## config.mk

```make
export PLATFORM = sky130hd
export DESIGN_NAME = magnet_lost_monitor
export DESIGN_NICKNAME = d
export VERILOG_FILES = /design/src/design/magnet_lost_pkg.sv /design/src/design/magnet_lost_monitor.sv
export SDC_FILE = /design/constraint.sdc
export NUM_CORES = 1
export LEC_CHECK = 0
export ABC_AREA = 1
export BUFFER_PORTS_ARGS = -buffer_cell sky130_fd_sc_hd__buf_2
export CAP_MARGIN = 20
export CORE_ASPECT_RATIO = 1.25
export CORE_MARGIN = 3
export CORE_UTILIZATION = 45
export CTS_BUF_LIST = sky130_fd_sc_hd__clkbuf_16
export CTS_CLUSTER_DIAMETER = 100
export DETAILED_ROUTE_END_ITERATION = 16
export PLACE_DENSITY_LB_ADDON = 0.15
export SLEW_MARGIN = 20
export SYNTH_ARGS = -nofsm -noshare
export SYNTH_HDL_FRONTEND = slang
export SYNTH_SLANG_ARGS = --single-unit
```

## constraint.sdc

```tcl
create_clock -name clk -period 7.05 [get_ports clk]
set_input_delay 0.3525 -clock clk [delete_from_list [all_inputs] [get_ports clk]]
set_output_delay 0.3525 -clock clk [all_outputs]
set_load 0.005 [all_outputs]
```

## src/design/magnet_lost_pkg.sv

```systemverilog
// package: register map, field layout and types for the magnet-loss monitor
package magnet_lost_pkg;

	// register map (16-bit word addresses)
	localparam logic [15:0] LIMIT_CONFIG_ADDR = 16'h000F;
	localparam logic [15:0] STATUS_ADDR       = 16'h0107;
	localparam logic [15:0] MAGNITUDE_ADDR    = 16'h0121;
	localparam logic [15:0] IRQ_STATUS_ADDR   = 16'h0140;
	localparam logic [15:0] IRQ_MASK_ADDR     = 16'h0141;

	// configuration field layout
	localparam int THRESH_LSB = 0;
	localparam int THRESH_MSB = 7;
	localparam int HYST_LSB   = 8;
	localparam int HYST_MSB   = 10;
	localparam logic [15:0] LIMIT_CONFIG_RESET = 16'h0103;
	localparam logic [15:0] LIMIT_CONFIG_WMASK = 16'h07FF;

	// threshold scale is 64, i.e. a left shift by six
	localparam int THRESH_SCALE_SHIFT = 6;

	// status register: magnet-absent flag position
	localparam int ABSENT_BIT = 0;

	// interrupt event bits
	localparam int EVT_LOST_BIT   = 0;
	localparam int EVT_FOUND_BIT  = 1;
	localparam int EVT_WIDTH      = 2;
	localparam logic [EVT_WIDTH-1:0] IRQ_MASK_RESET = 2'h0;

	// reset values of the remaining state registers
	localparam logic [15:0]          MAGNITUDE_RESET  = 16'h0000;
	localparam logic                 ABSENT_RESET     = 1'b0;
	localparam logic [EVT_WIDTH-1:0] IRQ_STATUS_RESET = 2'h0;
	localparam logic [15:0]          RDATA_RESET      = 16'h0000;

	// decoded configuration
	typedef struct packed {
		logic [2:0] hystShift;
		logic [7:0] lossThreshold;
	} limit_cfg_t;

	// register port request
	typedef struct packed {
		logic [15:0] addr;
		logic [15:0] wdata;
		logic        wr;
		logic        rd;
	} reg_req_t;

endpackage : magnet_lost_pkg

```

## src/design/magnet_lost_monitor.sv

```systemverilog
// magnet-loss monitor: threshold and hysteresis compare on the cordic magnitude
`timescale 1ns/1ps

// Notes on behaviour
// - minimum magnitude threshold is the 8-bit threshold field times 64
// - threshold is compared against the cordic magnitude result register
// - magnitude below threshold sets the magnet-absent flag from 0 to 1
// - hysteresis equals threshold right-shifted by the 3-bit hysteresis field
// - a set flag clears only when magnitude exceeds threshold plus hysteresis
// - config bits 10:8 hysteresis, 7:0 threshold, 15:11 read zero
module magnet_lost_monitor
	import magnet_lost_pkg::*;
(
	input  wire logic        clk,
	input  wire logic        rst,
	input  wire logic [15:0] magnitude,
	input  wire logic        magnitudeValid,
	input  wire logic [15:0] regAddr,
	input  wire logic [15:0] regWdata,
	input  wire logic        regWr,
	input  wire logic        regRd,
	output logic      [15:0] regRdata,
	output logic             magnetAbsentFlag,
	output logic             irq
);

	// register port bundle and decoded configuration
	reg_req_t   req;
	limit_cfg_t cfg;

	// configuration, mask and sticky status registers
	logic [15:0]          limitCfg_r;
	logic [15:0]          limitCfg_nxt;
	logic [EVT_WIDTH-1:0] irqMask_r;
	logic [EVT_WIDTH-1:0] irqMask_nxt;
	logic [EVT_WIDTH-1:0] irqStatus_r;
	logic [EVT_WIDTH-1:0] irqStatus_nxt;

	// sample and flag registers
	logic [15:0]          magnitude_r;
	logic [15:0]          magnitude_nxt;
	logic                 absent_r;
	logic                 absent_nxt;

	// read data register
	logic [15:0]          rdata_r;
	logic [15:0]          rdata_nxt;

	// per-register strobes from the address decoder
	logic                 wrConfig;
	logic                 wrMask;
	logic                 wrStatus;
	logic                 rdConfig;
	logic                 rdStatus;
	logic                 rdMagnitude;
	logic                 rdIrqStatus;
	logic                 rdIrqMask;

	// limit arithmetic, one bit wider than the magnitude so the sum cannot wrap
	logic [16:0]          lowerLimit;
	logic [16:0]          hystAmount;
	logic [16:0]          upperLimit;
	logic                 belowLimit;
	logic                 aboveUpper;
	logic                 lossEvent;
	logic                 foundEvent;

	// interrupt event, clear and pending bits
	logic [EVT_WIDTH-1:0] events;
	logic [EVT_WIDTH-1:0] evtClear;
	logic [EVT_WIDTH-1:0] evtPending;

	// bundle the register port and split the configuration into its fields
	assign req = '{addr: regAddr, wdata: regWdata, wr: regWr, rd: regRd};
	assign cfg = limitCfg_r[HYST_MSB:THRESH_LSB];

	// address decoder: one strobe per register, unmapped addresses hit none
	always_comb
	begin
		wrConfig    = 1'b0;
		wrMask      = 1'b0;
		wrStatus    = 1'b0;
		rdConfig    = 1'b0;
		rdStatus    = 1'b0;
		rdMagnitude = 1'b0;
		rdIrqStatus = 1'b0;
		rdIrqMask   = 1'b0;
		if (req.addr == LIMIT_CONFIG_ADDR)
		begin
			wrConfig = req.wr;
			rdConfig = req.rd;
		end
		else if (req.addr == STATUS_ADDR)
		begin
			rdStatus = req.rd; // read-only: writes are dropped
		end
		else if (req.addr == MAGNITUDE_ADDR)
		begin
			rdMagnitude = req.rd; // read-only: writes are dropped
		end
		else if (req.addr == IRQ_STATUS_ADDR)
		begin
			wrStatus    = req.wr;
			rdIrqStatus = req.rd;
		end
		else if (req.addr == IRQ_MASK_ADDR)
		begin
			wrMask    = req.wr;
			rdIrqMask = req.rd;
		end
	end

	// threshold and hysteresis arithmetic on the live configuration
	always_comb
	begin
		lowerLimit = 17'(cfg.lossThreshold) << THRESH_SCALE_SHIFT;
		hystAmount = lowerLimit >> cfg.hystShift;
		upperLimit = lowerLimit + hystAmount;
		belowLimit = {1'b0, magnitude} < lowerLimit;
		aboveUpper = {1'b0, magnitude} > upperLimit;
	end

	// crossings only count on a new sample; both compares are strict
	always_comb
	begin
		lossEvent  = magnitudeValid && !absent_r && belowLimit;
		foundEvent = magnitudeValid && absent_r && aboveUpper;
	end

	// magnitude capture: the last valid sample is kept for read-back
	always_comb
	begin
		magnitude_nxt = magnitude_r;
		if (magnitudeValid)
		begin
			magnitude_nxt = magnitude;
		end
	end

	// magnitude register
	always_ff @(posedge clk)
	begin
		if (rst)
		begin
			magnitude_r <= MAGNITUDE_RESET;
		end
		else
		begin
			magnitude_r <= magnitude_nxt;
		end
	end

	// flag update: set on a loss crossing, cleared on a recovery crossing
	always_comb
	begin
		absent_nxt = absent_r;
		if (lossEvent)
		begin
			absent_nxt = 1'b1;
		end
		else if (foundEvent)
		begin
			absent_nxt = 1'b0;
		end
		// no sample, or a sample inside the band: flag held
	end

	// flag register
	always_ff @(posedge clk)
	begin
		if (rst)
		begin
			absent_r <= ABSENT_RESET;
		end
		else
		begin
			absent_r <= absent_nxt;
		end
	end

	// event strobes for the sticky interrupt status
	always_comb
	begin
		events                = '0;
		events[EVT_LOST_BIT]  = lossEvent;
		events[EVT_FOUND_BIT] = foundEvent;
	end

	// configuration write; reserved bits 15:11 are dropped
	always_comb
	begin
		limitCfg_nxt = limitCfg_r;
		if (wrConfig)
		begin
			limitCfg_nxt = req.wdata & LIMIT_CONFIG_WMASK;
		end
	end

	// configuration register
	always_ff @(posedge clk)
	begin
		if (rst)
		begin
			limitCfg_r <= LIMIT_CONFIG_RESET;
		end
		else
		begin
			limitCfg_r <= limitCfg_nxt;
		end
	end

	// interrupt mask write
	always_comb
	begin
		irqMask_nxt = irqMask_r;
		if (wrMask)
		begin
			irqMask_nxt = req.wdata[EVT_WIDTH-1:0];
		end
	end

	// interrupt mask register
	always_ff @(posedge clk)
	begin
		if (rst)
		begin
			irqMask_r <= IRQ_MASK_RESET;
		end
		else
		begin
			irqMask_r <= irqMask_nxt;
		end
	end

	// per-bit clear requests and pending interrupts
	generate
		for (genvar i = 0; i < EVT_WIDTH; i++)
		begin : g_evt
			assign evtClear[i]   = wrStatus && req.wdata[i];
			assign evtPending[i] = irqStatus_r[i] && irqMask_r[i];
		end
	endgenerate

	// sticky status: write one to clear, a new event in the same cycle wins
	always_comb
	begin
		irqStatus_nxt = (irqStatus_r & ~evtClear) | events;
	end

	// sticky status register
	always_ff @(posedge clk)
	begin
		if (rst)
		begin
			irqStatus_r <= IRQ_STATUS_RESET;
		end
		else
		begin
			irqStatus_r <= irqStatus_nxt;
		end
	end

	// read data, valid in the cycle after the read strobe; unmapped reads zero
	always_comb
	begin
		rdata_nxt = RDATA_RESET;
		if (rdConfig)
		begin
			rdata_nxt[HYST_MSB:HYST_LSB]     = cfg.hystShift;
			rdata_nxt[THRESH_MSB:THRESH_LSB] = cfg.lossThreshold;
		end
		else if (rdStatus)
		begin
			rdata_nxt[ABSENT_BIT] = absent_r;
		end
		else if (rdMagnitude)
		begin
			rdata_nxt = magnitude_r;
		end
		else if (rdIrqStatus)
		begin
			rdata_nxt[EVT_WIDTH-1:0] = irqStatus_r;
		end
		else if (rdIrqMask)
		begin
			rdata_nxt[EVT_WIDTH-1:0] = irqMask_r;
		end
	end

	// read data register; it drops back to zero one cycle after the read strobe ends
	always_ff @(posedge clk)
	begin
		if (rst)
		begin
			rdata_r <= RDATA_RESET;
		end
		else
		begin
			rdata_r <= rdata_nxt;
		end
	end

	// flag and read data straight from the registers; the interrupt is a level, the OR of the masked status bits
	assign regRdata         = rdata_r;
	assign magnetAbsentFlag = absent_r;
	assign irq              = |evtPending;

endmodule : magnet_lost_monitor

```

==> results.md <==
* All-Layer GR Usage at 19.8%
* Status: finished, final reports clean
* Largest net degree at the start of global routing at 32
* Area growth, synth to finish at 17.9%
* Via count at 2902
* Worst-Margin Slew at 850 ps
* Final period util at 56.5%
* Syn. warnings at 0
* Final Hold Fails at 0
* CORE AREA at 0.00637 mm^2
* TNS Setup at 0 ps
* Worst vdd ir at 0.000117 V
* PortBufs at 65
* Max-cap viol count at 0
* RePlAce Congestion at 0.844
* Worst Path Arrival at 4210 ps
* Met2 wire length at 3680 um
* Share of cells above drive strength 1 at 22.6%
* DP HPWL at 5980 um
* Post-route ant nets at 0
* Site Rows at 32
* Full die area at 0.00776 mm^2
* Async S/R FF share, synth at 0%
* Met1 wire length at 3350 um
* Primary FF master, synth: dfxtp_1
* Clk_lat worst skew at 290 ps
* Starting density of the core at 47.6%
* Synth top area share at 31.7%
* Max Buffers Root-to-Sink at 2
* Required @ worst endpoint at 7270 ps
* Startpoint type of the worst setup path: register
* Antenna violations before repair at 0
* Number of fill cells at 623
* Top-Level Pins at 71
* Number of remaining DRC errors at 0
* Seq/Total Area, Yosys at 31.7%
* ANT cells at 0
* Die H at 97.7 um
* Drt total wl at 7540 um
* Distinct cells, synth at 36
* WL per Instance at 13.4 um
* Worst Hold Class: input port to register
* Die W at 79.4 um
* CTS tree: done
* CP Max Fanout at 17
* # hold bufs at CTS at 0
* Nets@finish at 560
* Met3 WL at 386 um
* Clk pin slew, worst setup/hold paths at 70 ps
* Top routing layer in use: met4
* DR iter-0 viols at 120
* Kind of critical path: register to register
* Mapped Area at 0.00303 mm^2
* Setup bufs post-CTS at 0
* Final max-slew violation count at 0
* Pwr Density at 172 mW/mm^2
* Synth Register Bits at 48
* Global route overflow at 0
* Global-route wire length before repair at 12400 um
* Fin util at 56.1%
* Clock Skews at 4.77 ps
* Post-CTS resize count at 0
* Post-synth top cells: nand2_1 (64), o21ai_0 (55), dfxtp_1 (48)
* Slew headroom at 43.3%
* Yosys top cell by area: dfxtp_1
* Post-route minimum period at 3980 ps
* Final setup violation count at 0
* Mapped Cells at 418
* Largest cells by area after synthesis: dfxtp_1 (32%), ha_1 (12%), o21ai_0 (9.1%)
* Root Driver: clkbuf_16
* Top-count cell post-synth: nand2_1
* Syn Nets at 502
* Vias per inst at 5.16
* Average size of a mapped cell at 7.25 um^2
* RSZ-0062 raised after global routing: no
* CP endpoint kind: register
* 1st-pass router iterations at 4
* Fmax at 251 MHz
* Vias in the first global route at 2768
* H-tree levels at 2
* CTS buffer count at 5
* EDFF count, synth at 0
* Leakage at 1.64 nW
* CTS sink count at 48
-- per-layer routing --
layer	vias to the layer above	global-route usage, %
met5	-	0
met4	0	7.14
met3	12	3.60
met2	79	34.2
met1	1292	24.4
li1	1519	-
-- cells by family after synthesis --
kind of cell / Yosys count / synth area share, %
buf+inv: 66 / 8.55
xor+xnor: 4 / 1.16
flops: 48 / 31.7
compound gates: 116 / 21.2
fa+ha+maj: 31 / 13.1
mux: 2 / 0.661
simple gates: 151 / 23.7
-- where the power goes --
part / total, W / internal (W) / leakage, nW / switching, W
Clock: 0.000274 / 0.000169 / 0.0804 / 0.000105
Combinational: 0.0000593 / 0.0000241 / 1.17 / 0.0000352
Sequential: 0.000280 / 0.000278 / 0.391 / 0.00000249
Total: 0.000614 / 0.000471 / 1.64 / 0.000143
-- sequential cells by signal (all words and copies together), names as in the netlist --
signal and count:
irqMask_r 2, irqStatus_r 2, limitCfg_r 11, magnetAbsentFlag 1, magnitude_r 16, regRdata 16
-- layout make-up --
class                           instances  area, um^2  area share, %
Inverter                               52         198           5.54
Clock inverter                          3        46.3           1.30
Sequential cell                        48         961           26.9
Timing Repair Buffer                   65         325           9.11
Multi-Input combinational cell        304        1810           50.7
Clock buffer                            5         125           3.50
Tap cell                               85         106           2.98
-- critical path: stages, from the launching register on --
cell	delay, ps
dfxtp_1	650
o21ai_0	260
o21ai_0	290
o21ai_0	150
ha_1	230
fa_1	400
a21oi_1	150
o21ai_0	160
a21oi_1	200
o21bai_1	110
nand2_1	80
nand2_1	50
a21oi_1	170
ha_1	280
a21oi_1	170
nand2_1	70
nor2_1	140
nand3_1	100
nand2_1	90
nand2_1	50
a21oi_1	110
-- stage by stage --
stage | total power (W) | cells | setup slack (ps) | instance area [um^2] | hold slack (ps)
after floorplan | 0.000319 | 418 | 3750 | 3030 | 419
after global placement | 0.000344 | 554 | 3220 | 3400 | 429
after detailed placement | 0.000345 | 554 | 3170 | 3400 | 433
after CTS | 0.000619 | 562 | 3060 | 3570 | 306
after global routing | 0.000640 | 562 | 2570 | 3570 | 322
final | 0.000614 | 562 | 3070 | 3570 | 305
-- worst paths after layout --
kind / endpoint / slack [ps] / depth (start not counted) / from
min reg2reg: regRdata[15]$_SDFF_PP0_ / 440 / 2 / magnitude_r[15]$_SDFFE_PP0P_
min: limitCfg_r[8]$_SDFFE_PP1P_ / 310 / 3 / regWdata[8]
max: magnetAbsentFlag$_SDFFE_PP0P_ / 3070 / 20 / limitCfg_r[8]$_SDFFE_PP1P_
max reg2reg: magnetAbsentFlag$_SDFFE_PP0P_ / 3070 / 20 / limitCfg_r[8]$_SDFFE_PP1P_
-- cell usage in the layout (no fill, tap or decap), types with 2 or more instances in the layout --
cell type and count:
nor2_2 13, a21oi_1 44, nor2_4 3, nand2_2 6, dfxtp_1 48, nand4_1 7
nor3_1 4, nand3b_1 2, o21ai_1 3, nand2_1 64, inv_1 45, nand3_1 19
o211ai_1 3, xnor2_1 3, buf_2 65, o21bai_1 2, o21ai_0 55, ha_1 30
o22ai_2 5, mux2i_1 2, clkbuf_16 5, nor2_1 29, inv_2 5
(Power assumes the default switching activity.)
